[config.mk]
export PLATFORM = sky130hd
export DESIGN_NAME = adcsq_control
export DESIGN_NICKNAME = d
export VERILOG_FILES = /design/src/core/adcsq_pkg.sv /design/src/core/adcsq_control.sv /design/src/core/adcsq_prescaler.sv
export SDC_FILE = /design/constraint.sdc
export NUM_CORES = 1
export LEC_CHECK = 0
export ABC_AREA = 1
export BUFFER_PORTS_ARGS = -buffer_cell sky130_fd_sc_hd__buf_2
export CAP_MARGIN = 30
export CORE_MARGIN = 5
export CORE_UTILIZATION = 30
export DETAILED_ROUTE_END_ITERATION = 8
export GPL_TIMING_DRIVEN = 1
export SLEW_MARGIN = 30
export SYNTH_ARGS = -nofsm -noshare
export SYNTH_HDL_FRONTEND = slang
export SYNTH_SLANG_ARGS = --single-unit
[constraint.sdc]
create_clock -name clk_sys -period 6.1 [get_ports clk_sys]
set_clock_uncertainty 0.2 [all_clocks]
set_input_delay 1.83 -clock clk_sys [delete_from_list [all_inputs] [get_ports clk_sys]]
set_output_delay 1.83 -clock clk_sys [all_outputs]
set_load 0.05 [all_outputs]
[src/core/adcsq_pkg.sv]
// adcsq_pkg: constants and types shared by the converter sequencer control files
package adcsq_pkg;

  // ***************************************************
  // register map (index on the plain register port)
  // ***************************************************
  localparam logic [3:0] ADDR_DEBUG_FREEZE = 4'h3;   // debug_freeze_control
  localparam logic [3:0] ADDR_CLOCK_PRESCALE = 4'h4; // clock_prescale_control
  localparam logic [3:0] ADDR_SEQUENCE_START = 4'h5; // sequence_start_control
  localparam logic [3:0] ADDR_STATUS = 4'h6;         // sequence state readback
  localparam logic [3:0] ADDR_FLAGS = 4'h7;          // result_ready_flag vector

  // ***************************************************
  // field positions
  // ***************************************************
  localparam int FRZ_LO_POS = 0;      // freeze_sel_lo
  localparam int FRZ_HI_POS = 1;      // freeze_sel_hi
  localparam int PRS_POS = 0;         // prescale_value low bit
  localparam int SMP_LO_POS = 5;      // sample_time_lo
  localparam int SMP_HI_POS = 6;      // sample_time_hi
  localparam int RES_POS = 7;         // resolution_select
  localparam int CHAN_POS = 0;        // chan_sel_0..3
  localparam int WALK_POS = 4;        // channel_walk_enable
  localparam int REPEAT_POS = 5;      // repeat bit
  localparam int LEN_POS = 6;         // sequence_length_select

  // ***************************************************
  // reset values
  // ***************************************************
  localparam logic [7:0] RST_DEBUG_FREEZE = 8'h00;
  localparam logic [7:0] RST_CLOCK_PRESCALE = 8'h01; // total divide by four
  localparam logic [7:0] RST_SEQUENCE_START = 8'h00;

  // ***************************************************
  // freeze codes and timing
  // ***************************************************
  localparam logic [1:0] FRZ_RUN = 2'h0;
  localparam logic [1:0] FRZ_RESV = 2'h1;
  localparam logic [1:0] FRZ_FINISH = 2'h2;
  localparam logic [1:0] FRZ_NOW = 2'h3;
  localparam logic [5:0] BASE_8BIT = 6'h10;  // periods beyond sample, 8-bit
  localparam logic [5:0] BASE_10BIT = 6'h12; // periods beyond sample, 10-bit

  // sequencer states
  typedef enum logic [2:0] {
    ST_IDLE = 3'b001,
    ST_CONV = 3'b010,
    ST_HALT = 3'b100
  } adcsq_state_type;

endpackage : adcsq_pkg

[src/core/adcsq_control.sv]
// adcsq_control: register file, freeze and sequence start logic of the converter
//
// Functional notes
// (RULE1) freeze register write aborts running sequence
// (RULE2) freeze field selects debug response
// (RULE3) prescale write aborts, halts until start write
// (RULE4) resolution bit selects 8 or 10 bits
// (RULE5) sample field sets 2/4/8/16 final periods
// (RULE6) prescaler divides by value+1, then two
// (RULE7) zero prescale acts as one
// (RULE8) reset prescale gives divide by four
// (RULE9) software keeps converter clock 500k-2M; the testbench runs it above 2M with its 8 ns bus clock
// (RULE10) start register write begins new sequence
// (RULE11) start write aborts and clears all flags
// (RULE12) length bit selects four or eight
// (RULE13) repeat bit selects single or continuous
// (RULE14) walk clear converts one selected channel
// (RULE15) walk set converts consecutive group channels
// (RULE16) done flag on first sequence finish
// (RULE17) result flag set until result read
// (RULE18) software gives all four channel bits
// (RULE19) software uses prescale codes up to seven
// (RULE20) reserved freeze code keeps converting
`timescale 1ns/1ps
module adcsq_control
  import adcsq_pkg::*;
#(
  parameter int CHANNELS = 8
) (
  // clock and reset
  input wire logic clk_sys,
  input wire logic nrst,
  // register port
  input wire logic [3:0] reg_addr,
  input wire logic [7:0] reg_wdata,
  input wire logic reg_wr,
  input wire logic reg_rd,
  output logic [7:0] reg_rdata,
  // debug and result side
  input wire logic halt_debug_state,
  input wire logic [CHANNELS-1:0] result_read,
  // converter core side
  output logic conv_start,
  output logic conv_active,
  output logic [3:0] conv_channel,
  output logic [2:0] conv_slot,
  output logic resolution_select,
  output logic conv_done,
  output logic sequence_done_flag,
  output logic [CHANNELS-1:0] result_ready_flag
);

  initial begin
    if (CHANNELS != 8) $error("sequencer serves exactly eight result slots");
  end

  // ***************************************************
  // state
  // ***************************************************
  typedef struct packed {
    adcsq_state_type st;          // sequencer state
    logic [7:0] frz_reg;          // debug_freeze_control
    logic [7:0] prs_reg;          // clock_prescale_control
    logic [7:0] seq_reg;          // sequence_start_control
    logic [5:0] period_cnt;       // converter periods left in this conversion
    logic [2:0] slot;             // result slot being converted
    logic seq_seen;               // a sequence already completed
    logic done_flag;              // sequence_done_flag
    logic [7:0] ready;            // result_ready_flag vector
    logic start_pulse;            // conversion start strobe
    logic done_pulse;             // conversion end strobe
    logic [3:0] chan;             // channel of current conversion
    logic [7:0] rdata;            // read data, one cycle after strobe
    logic dbg_meta;               // debug synchroniser stage one
    logic dbg_sync;               // debug synchroniser stage two
  } adcsq_ctl_type;

  adcsq_ctl_type cur;
  adcsq_ctl_type next_cur;
  logic conv_tick;
  logic pre_restart;
  logic frozen;
  logic last_slot;
  logic [5:0] conv_len;

  // ***************************************************
  // helpers
  // ***************************************************
  // final sample periods for a sample code
  function automatic logic [5:0] sample_periods(input logic [1:0] code);
    sample_periods = 6'(6'h02 << code); // see (RULE5)
  endfunction : sample_periods

  // full conversion length in converter periods
  function automatic logic [5:0] total_periods(input logic [7:0] prs);
    total_periods = sample_periods(prs[SMP_HI_POS:SMP_LO_POS])
      + (prs[RES_POS] ? BASE_10BIT : BASE_8BIT); // see (RULE4) see (RULE5)
  endfunction : total_periods

  // channel for a slot, single or walking
  function automatic logic [3:0] slot_channel(input logic [7:0] seq, input logic [2:0] s);
    logic [3:0] base;
    base = seq[CHAN_POS+3:CHAN_POS];
    if (!seq[WALK_POS]) begin
      slot_channel = base; // see (RULE14) see (RULE18)
    end else if (seq[LEN_POS]) begin
      slot_channel = {base[3], s}; // see (RULE15)
    end else begin
      slot_channel = {base[3:2], s[1:0]}; // see (RULE15)
    end
  endfunction : slot_channel

  // ***************************************************
  // converter clock
  // ***************************************************
  // restart the prescaler when its setting changes so the first period is whole
  assign pre_restart = reg_wr && (reg_addr == ADDR_CLOCK_PRESCALE);

  adcsq_prescaler #(
    .PRS_W(5)
  ) u_prescaler (
    .clk_sys(clk_sys),
    .nrst(nrst),
    .prescale_value(cur.prs_reg[PRS_POS+4:PRS_POS]), // see (RULE6)
    .restart(pre_restart),
    .conv_tick(conv_tick)
  );

  // ***************************************************
  // freeze decision
  // ***************************************************
  // code 11 stops at once; code 10 lets the running conversion end first;
  // reserved 01 behaves as 00 so debug has no surprise effect
  always_comb begin
    case (cur.frz_reg[FRZ_HI_POS:FRZ_LO_POS])
      FRZ_NOW: frozen = cur.dbg_sync; // see (RULE2)
      FRZ_FINISH: frozen = cur.dbg_sync && (cur.period_cnt == conv_len); // see (RULE2)
      FRZ_RESV: frozen = 1'b0; // see (RULE20)
      default: frozen = 1'b0; // see (RULE2)
    endcase
  end

  assign conv_len = total_periods(cur.prs_reg);
  assign last_slot = cur.seq_reg[LEN_POS] ? (cur.slot == 3'h7) : (cur.slot == 3'h3); // see (RULE12)

  // ***************************************************
  // next state
  // ***************************************************
  always_comb begin
    next_cur = cur;
    next_cur.start_pulse = 1'b0;
    next_cur.done_pulse = 1'b0;
    // debug level passes two flops before use
    next_cur.dbg_meta = halt_debug_state;
    next_cur.dbg_sync = cur.dbg_meta;

    // sequencer
    case (cur.st)
      ST_CONV: begin
        if (conv_tick && !frozen) begin
          if (cur.period_cnt <= 6'h01) begin
            // conversion ends, result slot marked
            next_cur.done_pulse = 1'b1;
            next_cur.ready[cur.slot] = 1'b1; // see (RULE17)
            next_cur.period_cnt = conv_len;
            if (last_slot) begin
              if (!cur.seq_seen) begin
                next_cur.done_flag = 1'b1; // see (RULE16)
              end
              next_cur.seq_seen = 1'b1;
              next_cur.slot = 3'h0;
              if (cur.seq_reg[REPEAT_POS]) begin
                next_cur.start_pulse = 1'b1; // see (RULE13)
                next_cur.chan = slot_channel(cur.seq_reg, 3'h0);
              end else begin
                next_cur.st = ST_IDLE; // see (RULE13)
              end
            end else begin
              next_cur.slot = cur.slot + 3'h1;
              next_cur.start_pulse = 1'b1;
              next_cur.chan = slot_channel(cur.seq_reg, cur.slot + 3'h1);
            end
          end else begin
            next_cur.period_cnt = cur.period_cnt - 6'h01;
          end
        end
      end
      ST_IDLE: begin
        // nothing running
      end
      ST_HALT: begin
        // waits only for a start write
      end
      default: begin
        next_cur.st = ST_IDLE;
      end
    endcase

    // result reads clear their flags; a completion in the same cycle wins
    for (int i = 0; i < CHANNELS; i++) begin
      if (result_read[i] && !(next_cur.done_pulse && cur.slot == 3'(i))) begin
        next_cur.ready[i] = 1'b0; // see (RULE17)
      end
    end

    // register writes
    if (reg_wr) begin
      case (reg_addr)
        ADDR_DEBUG_FREEZE: begin
          next_cur.frz_reg = reg_wdata;
          if (cur.st == ST_CONV) begin
            next_cur.st = ST_IDLE; // see (RULE1)
          end
        end
        ADDR_CLOCK_PRESCALE: begin
          next_cur.prs_reg = reg_wdata;
          if (cur.st == ST_CONV) begin
            next_cur.st = ST_HALT; // see (RULE3)
          end
        end
        ADDR_SEQUENCE_START: begin
          // abort anything running and start afresh
          next_cur.seq_reg = reg_wdata;
          next_cur.st = ST_CONV; // see (RULE10) see (RULE3)
          next_cur.slot = 3'h0;
          next_cur.seq_seen = 1'b0;
          next_cur.done_flag = 1'b0; // see (RULE11)
          next_cur.ready = '0; // see (RULE11)
          next_cur.period_cnt = conv_len;
          next_cur.start_pulse = 1'b1;
          next_cur.done_pulse = 1'b0;
          next_cur.chan = slot_channel(reg_wdata, 3'h0);
        end
        default: begin
          // unmapped or read-only address: write ignored
        end
      endcase
    end

    // read data stands in the cycle after the strobe only
    next_cur.rdata = 8'h00;
    if (reg_rd) begin
      case (reg_addr)
        ADDR_DEBUG_FREEZE: next_cur.rdata = cur.frz_reg;
        ADDR_CLOCK_PRESCALE: next_cur.rdata = cur.prs_reg;
        ADDR_SEQUENCE_START: next_cur.rdata = cur.seq_reg;
        ADDR_STATUS: next_cur.rdata = {cur.done_flag, 1'b0, cur.st == ST_HALT,
          cur.st == ST_CONV, 1'b0, cur.slot};
        ADDR_FLAGS: next_cur.rdata = cur.ready;
        default: next_cur.rdata = 8'h00;
      endcase
    end
  end

  // ***************************************************
  // registers
  // ***************************************************
  always_ff @(posedge clk_sys or negedge nrst) begin
    if (!nrst) begin
      cur <= '0;
      cur.st <= ST_IDLE;
      cur.frz_reg <= RST_DEBUG_FREEZE;
      cur.prs_reg <= RST_CLOCK_PRESCALE; // see (RULE8)
      cur.seq_reg <= RST_SEQUENCE_START;
    end else begin
      cur <= next_cur;
    end
  end

  // ***************************************************
  // outputs
  // ***************************************************
  assign reg_rdata = cur.rdata;
  assign conv_start = cur.start_pulse;
  assign conv_active = (cur.st == ST_CONV);
  assign conv_channel = cur.chan;
  assign conv_slot = cur.slot;
  assign resolution_select = cur.prs_reg[RES_POS]; // see (RULE4)
  assign conv_done = cur.done_pulse;
  assign sequence_done_flag = cur.done_flag;
  assign result_ready_flag = cur.ready;

endmodule : adcsq_control

[src/core/adcsq_prescaler.sv]
// adcsq_prescaler: modulo prescaler plus divide-by-two converter clock enable
`timescale 1ns/1ps
module adcsq_prescaler
  import adcsq_pkg::*;
#(
  parameter int PRS_W = 5
) (
  // clock and reset
  input wire logic clk_sys,
  input wire logic nrst,
  // control
  input wire logic [PRS_W-1:0] prescale_value,
  input wire logic restart,
  // output
  output logic conv_tick
);

  initial begin
    if (PRS_W < 1 || PRS_W > 8) $error("prescaler width out of range");
  end

  // ***************************************************
  // state
  // ***************************************************
  typedef struct packed {
    logic [PRS_W-1:0] count; // modulo counter
    logic half;              // divide-by-two stage
    logic tick;              // one pulse per converter clock period
  } adcsq_pre_type;

  adcsq_pre_type cur;
  adcsq_pre_type next_cur;
  logic [PRS_W-1:0] modulus;

  // zero code acts as one
  assign modulus = (prescale_value == '0) ? PRS_W'(1) : prescale_value; // see (RULE7)

  // divide by modulus+1, then by two
  always_comb begin
    next_cur = cur;
    next_cur.tick = 1'b0;
    if (restart) begin
      next_cur.count = '0;
      next_cur.half = 1'b0;
    end else if (cur.count >= modulus) begin // see (RULE6)
      next_cur.count = '0;
      next_cur.half = ~cur.half;
      next_cur.tick = cur.half; // one tick per full symmetric period
    end else begin
      next_cur.count = cur.count + PRS_W'(1);
    end
  end

  // register the state
  always_ff @(posedge clk_sys or negedge nrst) begin
    if (!nrst) begin
      cur <= '0;
    end else begin
      cur <= next_cur;
    end
  end

  assign conv_tick = cur.tick;

endmodule : adcsq_prescaler

* Word-level counts from Yosys, hierarchy flattened
Index checks and enable logic that the tools add are counted.
** Word-level totals
- Register bits :: 69
- Memory bits (read-only) :: 0
- Logic and storage cells :: 132
- Bits of input ports :: 25
- Memories :: 0
- Output and inout port bits :: 28
- Memory bits (writable) :: 0
- Bits in latches :: 0
** Operators by class
- Reduce and logical (&&, ||, !) cells :: 36
- Shift operators :: 1
- Bitwise gates (word level) :: 2
- Add/subtract/negate cells :: 4
- Magnitude comparators :: 4
- Divide/modulo/power cells :: 0
- Mux-type cells :: 49
- Equality and inequality tests :: 18
- Multipliers :: 0
** Operator list (number)
- $mux 52 :: 1
- $mux 25 :: 2
- $pmux 8 s5 :: 1
- $mux 3 :: 13
- $mux 33 :: 1
- $mux 8 :: 3
- $logic_and 1x1->1 :: 20
- $mux 19 :: 1
- $eq 4x3->1 const B :: 4
- $eq 3x3->1 const B :: 5
- $mux 1 :: 14
- $mux 6 :: 2
- $mux 5 :: 2
- $eq 3x2->1 const B :: 3
- $logic_not 1->1 :: 9
- $pmux 3 s3 :: 1
- $mux 4 :: 2
- $or 8x8->8 :: 1
- $add 6x5->6 :: 1
- $eq 3x1->1 const B :: 2
- $eq 6x6->1 :: 1
- $le 6x1->1 const B :: 1
- $mux 2 :: 3
- $pmux 3 s2 :: 1
- other kinds (17) :: 20

* Longest topological paths before layout
- Word-level depth :: 15
- Depth in mapped cells :: 16
- Mapped depth without buffers :: 15

* By module
Synthesis repeated with hierarchy kept, for this count alone.
** Second synthesis, totals
- Cells, all modules :: 507
- Area total of the unflattened synthesis :: 4045.1 sq um
** Modules (own cells, without submodules)
- adcsq_control :: cells each 452, sequential area each 1554.0 sq um, instances 1, area an instance 3569.7 sq um
- adcsq_prescaler :: cells each 55, sequential area each 175.2 sq um, instances 1, area an instance 475.5 sq um

* Least setup slack after synthesis
OpenSTA, ideal clock, no wires.
- Path type :: input to register
- From :: input reg_addr[1]
- To :: register cur, in the netlist conv_channel[2]
- Setup time :: 0.113 ns
- Setup slack :: 2.901 ns
- Cell stages on the path :: 11
- Path buffers :: 1
- Arrival :: 2.886 ns
- Data required time :: 5.787 ns
- Cells stage by stage :: nor3_2 -> inv_2 -> nor2_4 -> inv_2 -> nor2_4 -> buf_2 -> nand2_1 -> o22ai_1 -> inv_1 -> nand2_1 -> inv_1
** RTL lines
- from (decl) :: line adcsq_control.sv:34 : input wire logic [3:0] reg_addr,
- to (signal assigned) :: line adcsq_control.sv:266 : cur <= next_cur;
- to (decl) :: line adcsq_control.sv:78 : adcsq_ctl_type cur;

==> results by group <==
Logic synthesis
  • Largest cells by area after synthesis: dfrtp_1 40%, nand2_1 12%, inv_1 6.0%
  • Sequential area share after synthesis: 41.0%
  • Post-synth ARST share: 100%
  • Post-synth EDFFs: 0
  • Top_reg_cell synth: dfrtp_1
  • Yosys top cell area share: 39.8%
  • FF+latch count, synth: 69
  • Mapped Cells: 531
  • Cell Area, Synth: 4220 um^2
  • Synth Area per Inst: between 7 and 8 um^2
  • Synth area leader: dfrtp_1
  • Yosys warning total: 0
  • Syn nets: between 500 and 600
  • Netlist cell types: 42

Worst hold path
  • Hold Path Sink: cur[0]
  • Min-delay src: cur[1]
  • Hold Path Depth: 0
  • Hold Path Class: reg -> reg

Global routing
  • Congestion Overflow GR: 0
  • Largest net degree at the start of global routing: 70
  • Initial antenna violation count: 0
  • Total track usage: 14.1%
  • Vias in the first global route: 3562
  • First-pass GRT wire length: roughly 18000 um

Pwr
  • Peak supply drop: around 0.00015 V
  • Pleak: 0.00238 uW
  • Power per Cell Area: 312 nW/um^2

Routing
  • Drt drc: 0
  • Wire per inst: 15.0 um
  • Avg Vias per Cell: 4.76
  • Drt pass-1 iters: 5
  • Vias: 3557
  • Routed Antenna Nets: 0
  • DR iter-0 viols: 216
  • Total Wirelength: 11200 um

Placement
  • Port bufs: 52
  • GPL Wtd Cong: roughly 0.93
  • DP Wirelength: 8420 um

Timing
  • Worst-margin pin slew: 0.755 ns
  • Setup tns final: 0 ns
  • # setup viols final: 0
  • Tcrit/Tclk final: 61.1%
  • Slew margin rel.: 49.7%
  • RSZ-0062 raised after global routing: no
  • Slew Viols, Final: 0
  • Maximum clock rate: 268 MHz
  • Min Tclk post-route: 3.72 ns
  • Final hold violation count: 0

CTS
  • Clock latency on the worst-skew pair: 0.34 ns
  • CTS Hold Bufs: 0
  • Postcts setup bufs: 0
  • Number of buffers created by CTS: 9
  • Largest buffer count on any clock path: 2
  • TritonCTS clock tree: built
  • CTS root buffer: clkbuf_16
  • Clk slew on worst S/H paths: ~0.05 ns
  • Htree depth: 3
  • Post-CTS sizing: 0
  • Clock sink count: 69

Worst setup path
  • Cell Chain, Critical Path: buf_2 > nor3_2 > inv_2 > nor2_4 > inv_2 > nor2_4 > inv_2 > nand2_1 > o21ai_0 > nor2_1
  • Critical path required time: 6.16 ns
  • Cell family with most CP delay: simple AND/OR/NAND/NOR gates
  • R2r worst-path depth: 12
  • CP max FO: 24
  • Crit Reg-Reg Startpoint: conv_slot[0]
  • Worst path slowest cell: nor2_4
  • Crit path DAT: roughly 3.8 ns
  • Crit start category: input pin
  • Crit. End Element: flop
  • CP dominant cell by count: inv_2
  • WP buf/inv: 4
  • Max incr delay on CP: 0.47 ns
  • Critical Path Start: reg_addr[1]
  • Crit Path Class: in -> reg
  • RR Endpoint: conv_channel[3]
  • FF-to-FF setup slack: 3.56 ns

Cells and area
  • Core Util, Final: 34.5%
  • Highest-count cells in the layout ignoring fill and taps: 138 x nand2_1, 67 x inv_1, 67 x dfrtp_1
  • Most common cell after layout, fill and taps aside: nand2_1
  • Nets: about 600
  • Layout area overhead: 13.2%
  • ANT cells: 0
  • Layout cells sized above 1: 20.8%

Die
  • Initial Util: between 30 and 40%
  • Die height: roughly 130 um
  • Die area: approximately 17000 um^2
  • Core outline area: 13800 um^2
  • Die width: 129 um
  • IO Count: 53
  • # rows: 43

Outcome
  • Status: finished clean

Job
  • Max Cap Viol: 0
[how the worst max path moves through the flow]
stage          slack, ns         endpoint  cells after the start
2_1_floorplan       2.90  conv_channel[2]                     11
3_3_place_gp        2.17  conv_channel[2]                     11
3_5_place_dp        2.04  conv_channel[1]                     10
4_1_cts             2.38  conv_channel[1]                     10
5_1_grt             2.15  conv_channel[1]                     10
6_report            2.38  conv_channel[1]                     10
[through the flow]
stage	power (uW)	cells	cell area, um^2	hold WS (ns)	worst slack (ns)
6_report	1490	747	4770	0.147	2.38
5_1_grt	1580	747	4770	0.167	2.15
4_1_cts	1500	747	4770	0.150	2.38
3_5_place_dp	994	731	4480	0.137	2.04
3_3_place_gp	976	731	4480	0.135	2.17
2_1_floorplan	895	531	4220	0.131	2.90
[flip-flops by register name, indices dropped and copies added (netlist names)]
| signal | cells |
|---|---|
| conv_channel | 4 |
| conv_done | 1 |
| conv_slot | 3 |
| conv_start | 1 |
| cur | 35 |
| reg_rdata | 8 |
| resolution_select | 1 |
| result_ready_flag | 8 |
| sequence_done_flag | 1 |
| u_prescaler.conv_tick | 1 |
| u_prescaler.cur | 6 |
[synthesized netlist by cell type, types with 2 or more instances]
| library cell | n |
|---|---|
| o211ai_1 | 5 |
| or2_2 | 9 |
| dfrtp_1 | 67 |
| nor2_4 | 4 |
| inv_2 | 5 |
| a221oi_1 | 7 |
| nand2_2 | 5 |
| mux2_1 | 2 |
| nand2_1 | 138 |
| ha_1 | 15 |
| nor2_2 | 2 |
| buf_4 | 25 |
| mux2_2 | 2 |
| nand4_1 | 5 |
| nor3_2 | 2 |
| o21ai_0 | 34 |
| dfstp_2 | 2 |
| inv_1 | 67 |
| a21oi_2 | 8 |
| clkinv_1 | 2 |
| a31oi_1 | 10 |
| buf_2 | 6 |
| xor2_1 | 6 |
| o22ai_1 | 10 |
| nand3_2 | 3 |
| nand3_1 | 28 |
| nor2_1 | 31 |
| clkbuf_1 | 2 |
| a21oi_1 | 16 |
[routing by layer]
metal	vias up	part of all wire, %	global-route usage, %
met5	-	0	0
met4	0	2.9	5.50
met3	21	4.6	3.78
met2	82	45	22.2
met1	1680	47	18.5
li1	1774	-	-
[power by group]
part | total, uW | internal [uW] | switching, uW
combinational | 376 | 137 | 239
clock | 502 | 297 | 205
sequential | 611 | 533 | 78.0
total | 1490 | 968 | 522
[logic make-up (layout without fill, tap and decap cells)]
logic type               count (synthesis)  after routing  synth area share, %
adder cells (fa/ha/maj)                 15             15                 4.45
AND/OR/NAND/NOR                        232            232                 25.8
XOR/XNOR                                 7              7                 1.45
multiplexers                             4              4                 1.07
flip-flops                              69             69                 41.0
buffers and inverters                  108            144                 12.2
AO/OA/AOI/OAI                           96             96                 14.0
[worst register-to-register path, delay by kind of cell (launching register included)]
kind | cells | cell delay, ns
AO/OA/AOI/OAI | 1 | 0.42
AND/OR/NAND/NOR | 7 | 0.70
adder cells (fa/ha/maj) | 2 | 0.42
buffers and inverters | 2 | 0.22
flip-flops | 1 | 0.53
[cell type report]
class                      instances  area [um^2]
fill                            1433         9060
multi-input combinational        354         1970
sequential                        69         1730
timing repair buffer              54          279
inverter                          74          278
clock buffer                      11          253
tap                              180          225
clock inverter                     5         35.0
No activity file was read; power rests on OpenSTA's default activity.
